==> src/sdb_pkg.sv <==
package sdb_pkg;
   // Register byte offsets
   localparam logic [7:0] OFS_CTRL = 8'h00;
   localparam logic [7:0] OFS_STAT = 8'h04;
   localparam logic [7:0] OFS_FLAG = 8'h08;
   localparam logic [7:0] OFS_GAIN = 8'h0c;
   localparam int CTRL_CLR_BIT = 0;
   localparam logic [7:0] GAIN_RST = 8'h00;
   localparam logic [1:0] RESP_OKAY = 2'h0;
   localparam logic [1:0] RESP_SLVERR = 2'h2;

   // Sense record layout
   localparam int REC_BYTES = 22;
   localparam logic [7:0] RESP_CODE = 8'h70;
   localparam logic [7:0] ADD_LEN = 8'h0e;
   localparam logic [4:0] B_RESP = 5'h00;
   localparam logic [4:0] B_KEY = 5'h02;
   localparam logic [4:0] B_ALEN = 5'h07;
   localparam logic [4:0] B_F18 = 5'h12;
   localparam logic [4:0] B_F19 = 5'h13;
   localparam logic [4:0] B_GAIN = 5'h14;

   // Sense keys
   localparam logic [3:0] KEY_NONE = 4'h0;
   localparam logic [3:0] KEY_NRDY = 4'h2;
   localparam logic [3:0] KEY_HW = 4'h4;
   localparam logic [3:0] KEY_ILL = 4'h5;
   localparam logic [3:0] KEY_UA = 4'h6;
   localparam logic [3:0] KEY_VEND = 4'h9;

   // Flag byte masks: byte 18 and byte 19
   localparam logic [7:0] F18_HW = 8'h5f;
   localparam logic [7:0] F18_VEND = 8'ha0;
   localparam logic [7:0] F19_HW = 8'h10;
   localparam logic [7:0] F19_VEND = 8'h02;
   localparam logic [7:0] F19_USED = 8'h12;
   localparam int BIT_NO_LIMIT = 4;

   localparam logic [7:0] OP_REQ_SENSE = 8'h03;
   localparam logic [7:0] OP_INQUIRY = 8'h12;
endpackage : sdb_pkg

==> src/sdb_sense_builder.sv <==
// The register offsets and the AXI4-Lite slave port were decided locally.
`timescale 1ns/1ps
`default_nettype none
// Contract
// RULE1: Byte 0 is response code 70h, current error, bit 7 zero.
// RULE2: Sense key in byte 2 bits 3..0, upper bits zero.
// RULE3: Successful command gives sense key 0.
// RULE4: Scan refused while busy or other problem gives key 2.
// RULE5: Hardware fault gives key 4 and sets its flags in bytes 18/19.
// RULE6: Illegal parameter gives key 5, no scan, parameters kept.
// RULE7: After reset key 6; refuse all but request sense and inquiry.
// RULE8: Vendor error gives key 9 and sets its vendor flags.
// RULE9: Byte 7 is constant 0Eh, count of bytes after byte 7.
// RULE10: Additional length never follows the host allocation length.
// RULE11: Bytes 18/19 carry the fault flags at fixed bits, others zero.
// RULE12: Key 4 implies at least one hardware flag set.
// RULE13: Correction engine test failure sets its flag, key 4, no scan.
// RULE14: Key 9 implies dim light, no home or over light set.
// RULE15: Dim lamp sets dim light flag; scanning still allowed.
// RULE16: Missing limit switch sets no limit flag and blocks scanning.
// RULE17: Missing home mark sets no home flag; scanning allowed.
// RULE18: Too bright lamp sets over light flag; scanning allowed.
// RULE19: Byte 20 is optical gain, never changes the sense key.
// RULE20: Reserved bytes read zero; host writes zero to reserved fields.
// RULE21: Send bytes in order, stop at allocation length, zero sends none.
module sdb_sense_builder (
   input wire logic core_clk_in,
   input wire logic resetn_in,
   input wire logic s_axi_awvalid_in,
   output logic s_axi_awready_out,
   input wire logic [7:0] s_axi_awaddr_in,
   input wire logic s_axi_wvalid_in,
   output logic s_axi_wready_out,
   input wire logic [31:0] s_axi_wdata_in,
   input wire logic [3:0] s_axi_wstrb_in,
   output logic s_axi_bvalid_out,
   input wire logic s_axi_bready_in,
   output logic [1:0] s_axi_bresp_out,
   input wire logic s_axi_arvalid_in,
   output logic s_axi_arready_out,
   input wire logic [7:0] s_axi_araddr_in,
   output logic s_axi_rvalid_out,
   input wire logic s_axi_rready_in,
   output logic [31:0] s_axi_rdata_out,
   output logic [1:0] s_axi_rresp_out,
   input wire logic cmd_valid_in,
   input wire logic [7:0] cmd_opcode_in,
   input wire logic [7:0] cmd_alloc_in,
   output logic cmd_accept_out,
   output logic cmd_refuse_out,
   input wire logic cmd_ok_in,
   input wire logic not_ready_in,
   input wire logic illegal_param_in,
   input wire logic param_commit_in,
   output logic param_commit_out,
   input wire logic scan_req_in,
   input wire logic scan_busy_in,
   output logic scan_go_out,
   input wire logic [7:0] flag18_set_in,
   input wire logic [7:0] flag19_set_in,
   output logic [7:0] sense_data_out,
   output logic sense_valid_out,
   output logic sense_last_out,
   input wire logic sense_ready_in,
   output logic sense_done_out
);
   logic [1:0] rst_sync_r;
   logic rst_n;

   always_ff @(posedge core_clk_in or negedge resetn_in) begin
      if (!resetn_in) begin
         rst_sync_r <= 2'b00;
      end else begin
         rst_sync_r <= {rst_sync_r[0], 1'b1};
      end
   end
   assign rst_n = rst_sync_r[1];

   // Sense state
   logic [3:0] key_r;
   logic [3:0] key_nxt;
   logic ua_r;
   logic ua_sent_r;
   logic [7:0] f18_r;
   logic [7:0] f19_r;
   logic [7:0] gain_r;
   logic [3:0] snap_key_r;
   logic [7:0] snap_f18_r;
   logic [7:0] snap_f19_r;
   logic [7:0] snap_gain_r;

   // Register bus state
   logic [7:0] aw_addr_r;
   logic [31:0] wdata_r;
   logic [3:0] wstrb_r;

   wire aw_hs = s_axi_awvalid_in && s_axi_awready_out;
   wire w_hs = s_axi_wvalid_in && s_axi_wready_out;
   wire b_hs = s_axi_bvalid_out && s_axi_bready_in;
   wire ar_hs = s_axi_arvalid_in && s_axi_arready_out;
   wire r_hs = s_axi_rvalid_out && s_axi_rready_in;
   wire wr_do = !s_axi_awready_out && !s_axi_wready_out && !s_axi_bvalid_out;
   wire wr_hit = (aw_addr_r == sdb_pkg::OFS_CTRL) || (aw_addr_r == sdb_pkg::OFS_STAT) ||
                 (aw_addr_r == sdb_pkg::OFS_FLAG) || (aw_addr_r == sdb_pkg::OFS_GAIN);
   wire clr_flags = wr_do && (aw_addr_r == sdb_pkg::OFS_CTRL) && wstrb_r[0] &&
                    wdata_r[sdb_pkg::CTRL_CLR_BIT];
   wire gain_wr = wr_do && (aw_addr_r == sdb_pkg::OFS_GAIN) && wstrb_r[0];

   // Event decode
   wire hw_set = |(flag18_set_in & sdb_pkg::F18_HW) || |(flag19_set_in & sdb_pkg::F19_HW);
   wire vend_set = |(flag18_set_in & sdb_pkg::F18_VEND) ||
                   |(flag19_set_in & sdb_pkg::F19_VEND);
   wire hw_any = |(f18_r & sdb_pkg::F18_HW) || |(f19_r & sdb_pkg::F19_HW);
   wire busy_deny = scan_req_in && scan_busy_in;
   wire [3:0] key_rep = ua_r ? sdb_pkg::KEY_UA : key_r; // RULE7
   // Vendor flags never block a scan; any hardware flag does
   wire scan_ok = !hw_any && !ua_r && (key_r != sdb_pkg::KEY_ILL); // RULE13 RULE16

   // Command gate
   logic st_busy;
   logic st_done;
   logic [4:0] st_idx;
   wire is_rs = (cmd_opcode_in == sdb_pkg::OP_REQ_SENSE);
   wire is_inq = (cmd_opcode_in == sdb_pkg::OP_INQUIRY);
   wire ua_block = ua_r && !is_rs && !is_inq; // RULE7
   wire refuse = cmd_valid_in && (ua_block || (is_rs && st_busy));
   wire rs_go = cmd_valid_in && is_rs && !st_busy;

   // Sense key: hardware outranks vendor, otherwise newest event wins
   always_comb begin
      key_nxt = key_r;
      if (hw_set) begin
         key_nxt = sdb_pkg::KEY_HW; // RULE5 RULE13
      end else if (vend_set && key_r != sdb_pkg::KEY_HW) begin
         key_nxt = sdb_pkg::KEY_VEND; // RULE8
      end else if (illegal_param_in) begin
         key_nxt = sdb_pkg::KEY_ILL; // RULE6
      end else if (not_ready_in || busy_deny) begin
         key_nxt = sdb_pkg::KEY_NRDY; // RULE4
      end else if (cmd_ok_in) begin
         key_nxt = sdb_pkg::KEY_NONE; // RULE3
      end else if (clr_flags && (key_r == sdb_pkg::KEY_HW || key_r == sdb_pkg::KEY_VEND)) begin
         key_nxt = sdb_pkg::KEY_NONE; // RULE12 RULE14
      end
   end

   always_ff @(posedge core_clk_in or negedge rst_n) begin
      if (!rst_n) begin
         key_r <= sdb_pkg::KEY_NONE;
         ua_r <= 1'b1; // RULE7
         ua_sent_r <= 1'b0;
         f18_r <= 8'h00;
         f19_r <= 8'h00;
      end else begin
         key_r <= key_nxt;
         // Set wins over a simultaneous clear
         f18_r <= (f18_r & ~{8{clr_flags}}) | flag18_set_in; // RULE11 RULE15 RULE17
         f19_r <= ((f19_r & ~{8{clr_flags}}) | flag19_set_in) & sdb_pkg::F19_USED; // RULE11 RULE18
         if (rs_go) begin
            ua_sent_r <= ua_r;
         end
         if (st_done && ua_sent_r) begin
            ua_r <= 1'b0;
            ua_sent_r <= 1'b0;
         end
      end
   end

   // Record frozen at acceptance so bytes stay coherent mid-transfer
   always_ff @(posedge core_clk_in or negedge rst_n) begin
      if (!rst_n) begin
         snap_key_r <= sdb_pkg::KEY_NONE;
         snap_f18_r <= 8'h00;
         snap_f19_r <= 8'h00;
         snap_gain_r <= sdb_pkg::GAIN_RST;
      end else if (rs_go) begin
         snap_key_r <= key_rep;
         snap_f18_r <= f18_r;
         snap_f19_r <= f19_r;
         snap_gain_r <= gain_r; // RULE19
      end
   end

   // Record byte selection; unnamed bytes are reserved and read zero
   wire [7:0] rec_byte =
      (st_idx == sdb_pkg::B_RESP) ? sdb_pkg::RESP_CODE :   // RULE1
      (st_idx == sdb_pkg::B_KEY) ? {4'h0, snap_key_r} :    // RULE2
      (st_idx == sdb_pkg::B_ALEN) ? sdb_pkg::ADD_LEN :     // RULE9 RULE10
      (st_idx == sdb_pkg::B_F18) ? snap_f18_r :            // RULE11
      (st_idx == sdb_pkg::B_F19) ? snap_f19_r :            // RULE11
      (st_idx == sdb_pkg::B_GAIN) ? snap_gain_r : 8'h00;   // RULE19 RULE20

   sdb_stream #(
      .N_BYTES(sdb_pkg::REC_BYTES),
      .IW(5)
   ) u_stream (
      .clk_in(core_clk_in),
      .rst_n_in(rst_n),
      .start_in(rs_go),
      .alloc_in(cmd_alloc_in),
      .byte_in(rec_byte),
      .ready_in(sense_ready_in),
      .idx_out(st_idx),
      .data_out(sense_data_out),
      .valid_out(sense_valid_out),
      .last_out(sense_last_out),
      .done_out(st_done),
      .busy_out(st_busy)
   );
   assign sense_done_out = st_done;

   // Command, scan and parameter outputs
   always_ff @(posedge core_clk_in or negedge rst_n) begin
      if (!rst_n) begin
         cmd_accept_out <= 1'b0;
         cmd_refuse_out <= 1'b0;
         scan_go_out <= 1'b0;
         param_commit_out <= 1'b0;
      end else begin
         cmd_accept_out <= cmd_valid_in && !refuse;
         cmd_refuse_out <= refuse; // RULE7
         scan_go_out <= scan_req_in && !scan_busy_in && scan_ok; // RULE4 RULE16
         param_commit_out <= param_commit_in && !illegal_param_in; // RULE6
      end
   end

   // Register bus: write path
   always_ff @(posedge core_clk_in or negedge rst_n) begin
      if (!rst_n) begin
         s_axi_awready_out <= 1'b1;
         s_axi_wready_out <= 1'b1;
         s_axi_bvalid_out <= 1'b0;
         s_axi_bresp_out <= sdb_pkg::RESP_OKAY;
         aw_addr_r <= 8'h00;
         wdata_r <= 32'h0;
         wstrb_r <= 4'h0;
         gain_r <= sdb_pkg::GAIN_RST;
      end else begin
         if (aw_hs) begin
            aw_addr_r <= s_axi_awaddr_in;
            s_axi_awready_out <= 1'b0;
         end
         if (w_hs) begin
            wdata_r <= s_axi_wdata_in;
            wstrb_r <= s_axi_wstrb_in;
            s_axi_wready_out <= 1'b0;
         end
         if (wr_do) begin
            s_axi_bvalid_out <= 1'b1;
            s_axi_bresp_out <= wr_hit ? sdb_pkg::RESP_OKAY : sdb_pkg::RESP_SLVERR;
         end
         if (gain_wr) begin
            gain_r <= wdata_r[7:0];
         end
         if (b_hs) begin
            s_axi_bvalid_out <= 1'b0;
            s_axi_awready_out <= 1'b1;
            s_axi_wready_out <= 1'b1;
         end
      end
   end

   // Register bus: read path
   wire [31:0] stat_word = {25'h0, st_busy, scan_ok, ua_r, key_rep};
   wire rd_hit = (s_axi_araddr_in == sdb_pkg::OFS_CTRL) ||
                 (s_axi_araddr_in == sdb_pkg::OFS_STAT) ||
                 (s_axi_araddr_in == sdb_pkg::OFS_FLAG) ||
                 (s_axi_araddr_in == sdb_pkg::OFS_GAIN);
   wire [31:0] rd_word =
      (s_axi_araddr_in == sdb_pkg::OFS_STAT) ? stat_word :
      (s_axi_araddr_in == sdb_pkg::OFS_FLAG) ? {16'h0, f19_r, f18_r} :
      (s_axi_araddr_in == sdb_pkg::OFS_GAIN) ? {24'h0, gain_r} : 32'h0;

   always_ff @(posedge core_clk_in or negedge rst_n) begin
      if (!rst_n) begin
         s_axi_arready_out <= 1'b1;
         s_axi_rvalid_out <= 1'b0;
         s_axi_rdata_out <= 32'h0;
         s_axi_rresp_out <= sdb_pkg::RESP_OKAY;
      end else if (ar_hs) begin
         s_axi_arready_out <= 1'b0;
         s_axi_rvalid_out <= 1'b1;
         s_axi_rdata_out <= rd_word;
         s_axi_rresp_out <= rd_hit ? sdb_pkg::RESP_OKAY : sdb_pkg::RESP_SLVERR;
      end else if (r_hs) begin
         s_axi_rvalid_out <= 1'b0;
         s_axi_arready_out <= 1'b1;
      end
   end

   // Checks: count bytes taken within the current record
   logic [4:0] out_cnt_r;
   wire out_hs = sense_valid_out && sense_ready_in;
   wire cnt_rsvd = (out_cnt_r != sdb_pkg::B_RESP) && (out_cnt_r != sdb_pkg::B_KEY) &&
                   (out_cnt_r != sdb_pkg::B_ALEN) && (out_cnt_r != sdb_pkg::B_F18) &&
                   (out_cnt_r != sdb_pkg::B_F19) && (out_cnt_r != sdb_pkg::B_GAIN);

   always_ff @(posedge core_clk_in or negedge rst_n) begin
      if (!rst_n) begin
         out_cnt_r <= 5'h00;
      end else if (out_hs) begin
         out_cnt_r <= sense_last_out ? 5'h00 : out_cnt_r + 5'h01;
      end
   end
endmodule : sdb_sense_builder
`default_nettype wire

==> src/sdb_stream.sv <==
`timescale 1ns/1ps
`default_nettype none
module sdb_stream #(
   parameter int N_BYTES = 22,
   parameter int IW = 5
) (
   input wire logic clk_in,
   input wire logic rst_n_in,
   input wire logic start_in,
   input wire logic [7:0] alloc_in,
   input wire logic [7:0] byte_in,
   input wire logic ready_in,
   output logic [IW-1:0] idx_out,
   output logic [7:0] data_out,
   output logic valid_out,
   output logic last_out,
   output logic done_out,
   output logic busy_out
);
   if (N_BYTES < 1 || N_BYTES > 255 || N_BYTES > (1 << IW)) begin : g_bad_len
      $error("sdb_stream: N_BYTES does not fit");
   end

   logic [7:0] left_r;
   logic [7:0] n_first;
   logic adv;
   logic take;

   assign n_first = (alloc_in > 8'(N_BYTES)) ? 8'(N_BYTES) : alloc_in;
   assign adv = busy_out && (left_r != 8'h00) && (!valid_out || ready_in);
   assign take = valid_out && ready_in;

   // One-deep output stage; byte_in is the record byte at idx_out
   always_ff @(posedge clk_in or negedge rst_n_in) begin
      if (!rst_n_in) begin
         idx_out <= '0;
         left_r <= 8'h00;
         data_out <= 8'h00;
         valid_out <= 1'b0;
         last_out <= 1'b0;
         done_out <= 1'b0;
         busy_out <= 1'b0;
      end else if (start_in && !busy_out) begin
         idx_out <= '0;
         left_r <= n_first;
         busy_out <= (n_first != 8'h00); // RULE21
         done_out <= (n_first == 8'h00); // RULE21
      end else begin
         done_out <= 1'b0;
         if (adv) begin
            data_out <= byte_in; // RULE21
            valid_out <= 1'b1;
            last_out <= (left_r == 8'h01);
            idx_out <= idx_out + IW'(1);
            left_r <= left_r - 8'h01;
         end else if (take) begin
            valid_out <= 1'b0;
            last_out <= 1'b0;
            if (last_out) begin
               busy_out <= 1'b0;
               done_out <= 1'b1;
            end
         end
      end
   end
endmodule : sdb_stream
`default_nettype wire

==> config.mk <==
export PLATFORM = sky130hd
export DESIGN_NAME = sdb_sense_builder
export DESIGN_NICKNAME = d
export VERILOG_FILES = /design/src/sdb_pkg.sv /design/src/sdb_sense_builder.sv /design/src/sdb_stream.sv
export SDC_FILE = /design/constraint.sdc
export NUM_CORES = 1
export LEC_CHECK = 0
export BUFFER_PORTS_ARGS = -buffer_cell sky130_fd_sc_hd__buf_2
export CORE_MARGIN = 2
export CORE_UTILIZATION = 49
export DETAILED_ROUTE_END_ITERATION = 8
export PLACE_DENSITY_LB_ADDON = 0.3
export REMOVE_ABC_BUFFERS = 1
export SYNTH_ARGS = -nofsm -noshare
export SYNTH_HDL_FRONTEND = slang
export SYNTH_SLANG_ARGS = --single-unit
==> constraint.sdc <==
create_clock -name core_clk_in -period 5 [get_ports core_clk_in]
set_clock_uncertainty 0.05 [all_clocks]
set_input_delay 1 -clock core_clk_in [delete_from_list [all_inputs] [get_ports core_clk_in]]
set_output_delay 1 -clock core_clk_in [all_outputs]
set_load 0.05 [all_outputs]
# == After elaboration in Yosys (flattened, before gate mapping) ==
# Index checks and enable logic that the tools add are counted.
# totals
regBits,135
output_inout_bits,56
wordCells,186
# op_classes
add_sub_neg,2
order_cmp,1
eq_ne,19
muxes,46
bitwise,6
reduce_logical,79
# op_table
op,count
2-to-1 mux 8 bit,10
equality test 8 x 4 -> 1 bit (second input constant),4
logical AND 1 bit,32
2-to-1 mux 4 bit,7
2-to-1 mux 13 bit,2
zero test 8 bit,3
2-to-1 mux 1 bit,23
nonzero test 2 bit,9
equality test 8 x 3 -> 1 bit (second input constant),2
nonzero test 8 bit,2
equality test 5 bit (second input constant),3
logical OR 1 bit,13
zero test 1 bit,12
OR reduction 6 bit,2
2-to-1 mux 5 bit,2
AND 8 bit,1
equality test 8 x 1 -> 1 bit (second input constant),1
equality test 8 x 2 -> 1 bit (second input constant),1
equality test 8 x 5 -> 1 bit (second input constant),1
> comparator 8 x 5 -> 1 bit (second input constant),1
inequality test 4 x 3 -> 1 bit (second input constant),2
inverter 8 bit,1
OR 8 bit,1
subtractor 8 x 1 -> 8 bit (second input constant),1
other kinds (15),17

# == Logic depth before layout (Yosys ltp) ==
# Gate-level depths: netlist of the first run.
# logic_depth
ltp_word,13
ltp_mapped,8

# == Hierarchy ==
# A second synthesis of the first run with hierarchy kept.
# unflattened
cells_unflattened,458
hier_area_um2,5211.2
# by_module_without_submodules
mod,n_inst,cells_per_inst,area_each_um2
sdb_sense_builder,1,343,3967.6
sdb_stream,1,115,1243.7

# == Worst setup path before layout of the first run ==
# Ideal clock, no wire load.
# synth_timing
path_type,input-to-reg
start,input port cmd_opcode_in[3]
end,register u_stream.left_r[3]
setup_time_ps,126
arrival_time_ps,2148
t_required_ps,4824
path_slack_ps,2676
stages,4
path_cell_list,nor4b_2 > nand3_1 > and3_1 > a311o_1
# synth_between
elab_chain_cells,5
# synth_lines
item,line,source
start: declaration,sdb_sense_builder.sv:47,"input wire logic [7:0] cmd_opcode_in,"
equality test 8 x 2 -> 1 bit *,sdb_sense_builder.sv:123,wire is_rs = (cmd_opcode_in == sdb_pkg::OP_REQ_SENSE);
logical AND 1 bit * (2 in series),sdb_sense_builder.sv:127,wire rs_go = cmd_valid_in && is_rs && !st_busy;
logical AND 1 bit *,sdb_stream.sv:43,end else if (start_in && !busy_out) begin
2-to-1 mux 8 bit or nonzero test 2 bit (tied branches),-,
end signal: assignment,sdb_stream.sv:45,left_r <= n_first;
end signal: assignment,sdb_stream.sv:55,left_r <= left_r - 8'h01;
end: declaration,sdb_stream.sv:24,logic [7:0] left_r;
# Mark *: on every way between the ends. The rest lies on a longest branch, timed or not.
# A chain may end at the register's enable or synchronous reset.

# == Worst setup path after layout of the first run ==
# layout_timing
start,register u_stream.left_r[0]
end,register u_stream.busy_out
# layout_between
elab_chain_cells,5
# layout_lines
item,line,source
nonzero test 8 bit,sdb_stream.sv:30,assign adv = busy_out && (left_r != 8'h00) && (!valid_out || ready_in);
logical AND 1 bit (2 in series),sdb_stream.sv:30,
inequality test 2 bit (no source line),-,
AND reduction 3 bit (no source line),-,
end signal: assignment,sdb_stream.sv:46,busy_out <= (n_first != 8'h00);
end: declaration,sdb_stream.sv:18,output logic busy_out
# Every way passes these cells.

==> results of run 1 <==
## cell families (layout without fill, tap and decap cells)
family | count (synthesis) | after routing
buffers and inverters | 62 | 134
adder cells (fa/ha/maj) | 6 | 6
multiplexers | 34 | 34
flip-flops | 111 | 111
AO/OA/AOI/OAI | 110 | 110
other | 2 | 25
AND/OR/NAND/NOR | 171 | 171
## report_power, final
group	internal, W	leakage (nW)	switching [W]
Sequential	0.00107	1.40	0.000151
Combinational	0.000259	1.33	0.000438
Clock	0.000254	0.105	0.000312
## per-layer routing
metal,share of wire,track usage,vias to the layer above
met1,0.45,0.276,1939
met2,0.48,0.321,117
met4,0.014,0.0659,0
li1,-,-,1908
met3,0.053,0.0291,13
met5,0,0,-
## sequential cells by signal, indices dropped and copies added (netlist names), 2 cells and up
signal / cells
snap_f19_r: 2
wdata_r: 8
u_stream.data_out: 8
s_axi_rdata_out: 10
gain_r: 8
aw_addr_r: 8
key_r: 4
u_stream.left_r: 8
f19_r: 2
rst_sync_r: 2
f18_r: 8
snap_gain_r: 8
snap_key_r: 4
u_stream.idx_out: 5
snap_f18_r: 8
## metrics by stage
step / hold slack [ns] / setup WS (ns) / cell area (µm²) / utilization
4_1_cts: 0.312 / 2.44 / 5940 / 0.575
3_3_place_gp: 0.288 / 2.44 / 5730 / 0.555
2_1_floorplan: 0.281 / 1.64 / 5040 / -
3_5_place_dp: 0.286 / 2.40 / 5730 / 0.555
6_report: 0.309 / 2.42 / 5940 / 0.575
5_1_grt: 0.308 / 2.27 / 5940 / 0.575
## area by class of cell
| type | instances | area [µm²] | area share |
|---|---|---|---|
| clock buffer | 10 | 138 | 0.0232 |
| clock inverter | 6 | 75.1 | 0.0126 |
| inverter | 17 | 63.8 | 0.0107 |
| multi-input combinational | 346 | 2190 | 0.369 |
| sequential | 111 | 2790 | 0.469 |
| tap | 136 | 170 | 0.0287 |
| timing repair buffer | 101 | 515 | 0.0868 |
## synth_stat cells, types with 8 or more instances
| master | instances |
|---|---|
| a21oi_1 | 10 |
| nor2_1 | 9 |
| nand2_1 | 85 |
| clkbuf_1 | 17 |
| inv_1 | 17 |
| a22o_1 | 9 |
| dfrtp_1 | 107 |
| o21ai_0 | 34 |
| buf_4 | 27 |
| mux2_2 | 32 |
| nand3_1 | 14 |
| a21o_1 | 14 |
| nor2b_1 | 8 |
## path summary, 6_finish.rpt
kind / end / slack, ns / cells past startpoint / start
min in group asynchronous: rst_sync_r[1] / 0.33 / 1 / resetn_in
min: rst_sync_r[1] / 0.31 / 0 / rst_sync_r[0]
max in group asynchronous: f18_r[5] / 3.37 / 1 / rst_sync_r[1]
min reg2reg: rst_sync_r[1] / 0.31 / 0 / rst_sync_r[0]
max: u_stream.busy_out / 2.42 / 6 / u_stream.left_r[0]
max reg2reg: u_stream.busy_out / 2.42 / 6 / u_stream.left_r[0]
==> out/qor.csv, run 1 <==
metric,value,unit
status,"complete, no violations",
GRT Util Overall,0.198,
Wirelength per Cell,15.0,µm
H-tree depth,3,
DP HPWL,7.92,mm
number of synthesis warnings,0,
Worst-Margin Slew,1.00,ns
CTS tree,yes,
"commonest non-fill, non-tap cell in the layout",dfrtp_1,
top cell family by delay on the critical path,compound AO/OA/AOI/OAI gates,
pin count of the biggest net entering global routing,61,
CP max stage delay,0.80,ns
Synth Register Bits,111,
CP Class,reg2reg,
Root Buffer,clkbuf_8,
Synth Area in Simple Gates,0.170,
Sum Neg Setup Slack,0,ns
layout cells sized above 1,0.276,
initial antenna violation count,0,
Critical Path Slowest Stage Cell,o211ai_4,
Synth area leaders,"dfrtp_1 51%, mux2_2 6.9%, nand2_1 6.1%, buf_4 3.9%, o21ai_0 3.3%",
total CTS buffers,9,
Bufs on Longest Clock Path,2,
crit path max fanout,46,
Layout Cells excl Fill,727,
Via-to-Cell Ratio,5.47,
endpoints failing setup,0,
vias,3977,
total power,0.00249,W
nets@finish,691,
PortBufs,97,
Core Footprint,0.0103,mm²
"commonest cells after routing, fill and taps aside","106 x dfrtp_1, 97 x buf_2, 85 x nand2_1",
Peak Freq,0.388,GHz
Die X,107,µm
first-pass GRT wire length,18.1,mm
global route overflow,0,
CP Launch Type,flop,
Slew Limit Fails,0,
Power Dens Cells,419,mW/mm²
placed insts,711,
total leakage power,2.84,nW
post-synthesis instance total,496,
number of synthesized flops with an enable pin,0,
DIE AREA,0.0115,mm²
crit-path cells,inv_1 > ha_1 > or4b_4 > o211ai_4 > nand4_1 > a22o_1,
"Reg clk slew, reported paths",0.11,ns
number of unique standard cell types used by synthesis,54,
CTS hold repair buffers,0,
Clock Sinks,111,
Synth top area share,0.512,
Adder-Cell Fraction of Synth Area,0.0144,
ys flop type,dfrtp_1,
register area share after synthesis,0.532,
Tcrit/Tclk final,0.515,
I/O pin cnt,155,
post-route ant nets,0,
vias in the first global route,3763,
drt total wl,10.9,mm
post-CTS setup repair buffer count,0,
starting density of the core,0.506,
Period minus WS final,2.58,ns
n_diodes,0,
Synth Cell Area,0.00523,mm²
Max-cap violations,0,
peak supply drop,0.000354,V
DR pass1 iterations,4,
initial drt markers,282,
gpl congestion,0.793,
Hold Crit Class,reg2reg,
Mean Syn Cell Area,10.5,µm²
# DRC,0,
Buf/Inv on CP,1,
WP data required,5.21,ns
asr flop ratio synth,1.00,
RSZ-0062 raised after global routing,no,
Die Y,107,µm
# rows,37,
largest family of logic cells by synthesized area,simple AND/OR/NAND/NOR gates,
dominant cell type by area after synthesis,dfrtp_1,
share of synthesized area spent on multiplexers,0.0728,
clk_lat worst skew,0.37,ns
Synth Area in Compound Gates,0.144,
post-CTS sizing,0,
Layout area overhead,13.6,%
Worst Path Arrival,2.79,ns
Crit. End Element,flop,
Filler cells,892,
final hold viol count,0,
Synth Area in XOR/XNOR,0,
Slew headroom,0.330,
(Power assumes the default switching activity.)
==> run 2, diff against run 1 <==
==> constraint.sdc (replaced) <==
create_clock -name core_clk_in -period 2.5 [get_ports core_clk_in]
set_clock_uncertainty 0.05 [all_clocks]
set_input_delay 0.5 -clock core_clk_in [delete_from_list [all_inputs] [get_ports core_clk_in]]
set_output_delay 0.5 -clock core_clk_in [all_outputs]
set_load 0.05 [all_outputs]
==> run 2 against run 1 <==
  * Largest cell class unchanged
  * Combinational power increased by 110%
  * Final cell count increased by 1.1%
  * Worst setup slack got worse by 2.0 ns
==> out/qor.csv, run 2 (synthesis gave the netlist of run 1 again) <==
metric,value,unit,change
WP data required,2.71,ns,-2.50 ns
post-layout util,0.579,,+0.00339
register area,0.00279,mm²,unchanged
Worst-Margin Slew,0.567,ns,-0.432 ns
initial antenna violation count,0,,unchanged
total CTS buffers,9,,unchanged
DIE AREA,0.0115,mm²,unchanged
Hold Crit Class,reg2async,,
peak supply drop,0.000549,V,+55%
pin count of the biggest net entering global routing,78,,+28%
DP HPWL,7.96,mm,+0.52%
H-tree depth,3,,unchanged
# rows,37,,unchanged
Clock Sinks,111,,unchanged
final hold viol count,0,,unchanged
endpoints failing setup,0,,unchanged
post-CTS sizing,0,,unchanged
first-pass GRT wire length,18.4,mm,+2.0%
layout cells sized above 1,0.282,,+0.00633
"commonest non-fill, non-tap cell in the layout",dfrtp_1,,
GRT Util Overall,0.200,,+0.00133
Tcrit/Tclk final,0.836,,+0.321
most flop-heavy register,s_axi_rdata_out,,
Largest register FFs,10,,unchanged
vias,3987,,+0.25%
CP Class,reg2reg,,
CTS tree,yes,,
Slew Limit Fails,0,,unchanged
starting density of the core,0.506,,unchanged
post-route ant nets,0,,unchanged
I/O pin cnt,155,,unchanged
# DRC,0,,unchanged
initial drt markers,151,,-46%
area of the multi-input gates,0.00219,mm²,unchanged
Layout area overhead,14.3,%,
drt total wl,10.9,mm,-0.16%
crit path max fanout,21,,-54%
PortBufs,97,,unchanged
clk_lat worst skew,0.37,ns,about the same
n_diodes,0,,unchanged
CP Launch Type,flop,,
RSZ-0062 raised after global routing,no,,
total power,0.00487,W,+96%
total leakage power,2.86,nW,+0.93%
Core Footprint,0.0103,mm²,unchanged
Max-cap violations,0,,unchanged
Root Buffer,clkbuf_8,,
"Reg clk slew, reported paths",0.11,ns,about the same
"commonest cells after routing, fill and taps aside","106 x dfrtp_1, 97 x buf_2, 85 x nand2_1",,
Period minus WS final,2.09,ns,-0.485 ns
Peak Freq,0.478,GHz,+23%
global route overflow,0,,unchanged
Worst Path Arrival,2.30,ns,-0.49 ns
gpl congestion,0.769,,-3.1%
Wirelength per Cell,14.8,µm,-1.2%
Bufs on Longest Clock Path,2,,unchanged
nets@finish,699,,+1.2%
Via-to-Cell Ratio,5.42,,-0.84%
Crit. End Element,flop,,
Power Dens Cells,816,mW/mm²,+95%
Filler cells,910,,+2.0%
status,"complete, no violations",,
Slew headroom,0.619,,+0.288
Die Y,107,µm,unchanged
Die X,107,µm,unchanged
vias in the first global route,3850,,+2.3%
DR pass1 iterations,4,,unchanged
[run 2: worst paths after layout]
check                                   startpoint                end  slack (ns)  cells after the start
worst max-delay path            u_stream.left_r[0]  u_stream.busy_out        0.41                      7
max in group asynchronous            rst_sync_r[1]   s_axi_wready_out        1.36                      1
worst min register to register       rst_sync_r[1]   s_axi_rvalid_out        0.23                      0
worst min-delay path                 rst_sync_r[1]   s_axi_rvalid_out        0.23                      0
min in group core_clk_in           s_axi_wvalid_in   s_axi_wready_out        0.23                      2
worst max register to register  u_stream.left_r[0]  u_stream.busy_out        0.41                      7
[run 2: worst max-delay path, stage by stage (launching register included)]
cell	delay, ns
dfrtp_1	0.45
inv_1	0.10
ha_1	0.14
or4b_4	0.48
o211ai_4	0.17
buf_4	0.25
nand4_1	0.15
a22o_1	0.20
[run 2: cell type report]
cell class                      count  share of cell area
Sequential cell                   111               0.466
Multi-Input combinational cell    346               0.367
Timing Repair Buffer              109              0.0989
Tap cell                          136              0.0285
Clock buffer                       10              0.0214
Inverter                           17              0.0107
Clock inverter                      6             0.00754
[run 2: power breakdown]
group,switching (W),internal (W),total (W)
sequential,0.000293,0.00215,0.00244
combinational,0.000901,0.000555,0.00146
clock,0.000604,0.000371,0.000975
total,0.00180,0.00308,0.00487
[run 2: repair_timing]
item                      in CTS  in global routing
hold endpoints to repair       2                  0
buffers inserted               0                  0
hold buffers                   1                  0
[run 2: stage by stage]
stage	instance area, µm²	hold WS (ns)	setup WS [ns]	TNS, ns	cells
floorplan	5040	0.154	-0.864	-90.97	474
finish	5970	0.231	0.410	0	735
CTS	5970	0.211	0.394	0	735
global route	5970	0.223	0.259	0	735
global placement	5790	0.234	0.467	0	718
detailed placement	5790	0.237	0.421	0	718
[run 2: layer usage]
layer,GRT usage,part of all wire
met1,0.282,0.46
met2,0.316,0.47
met5,0,0
met3,0.0345,0.054
met4,0.0631,0.012
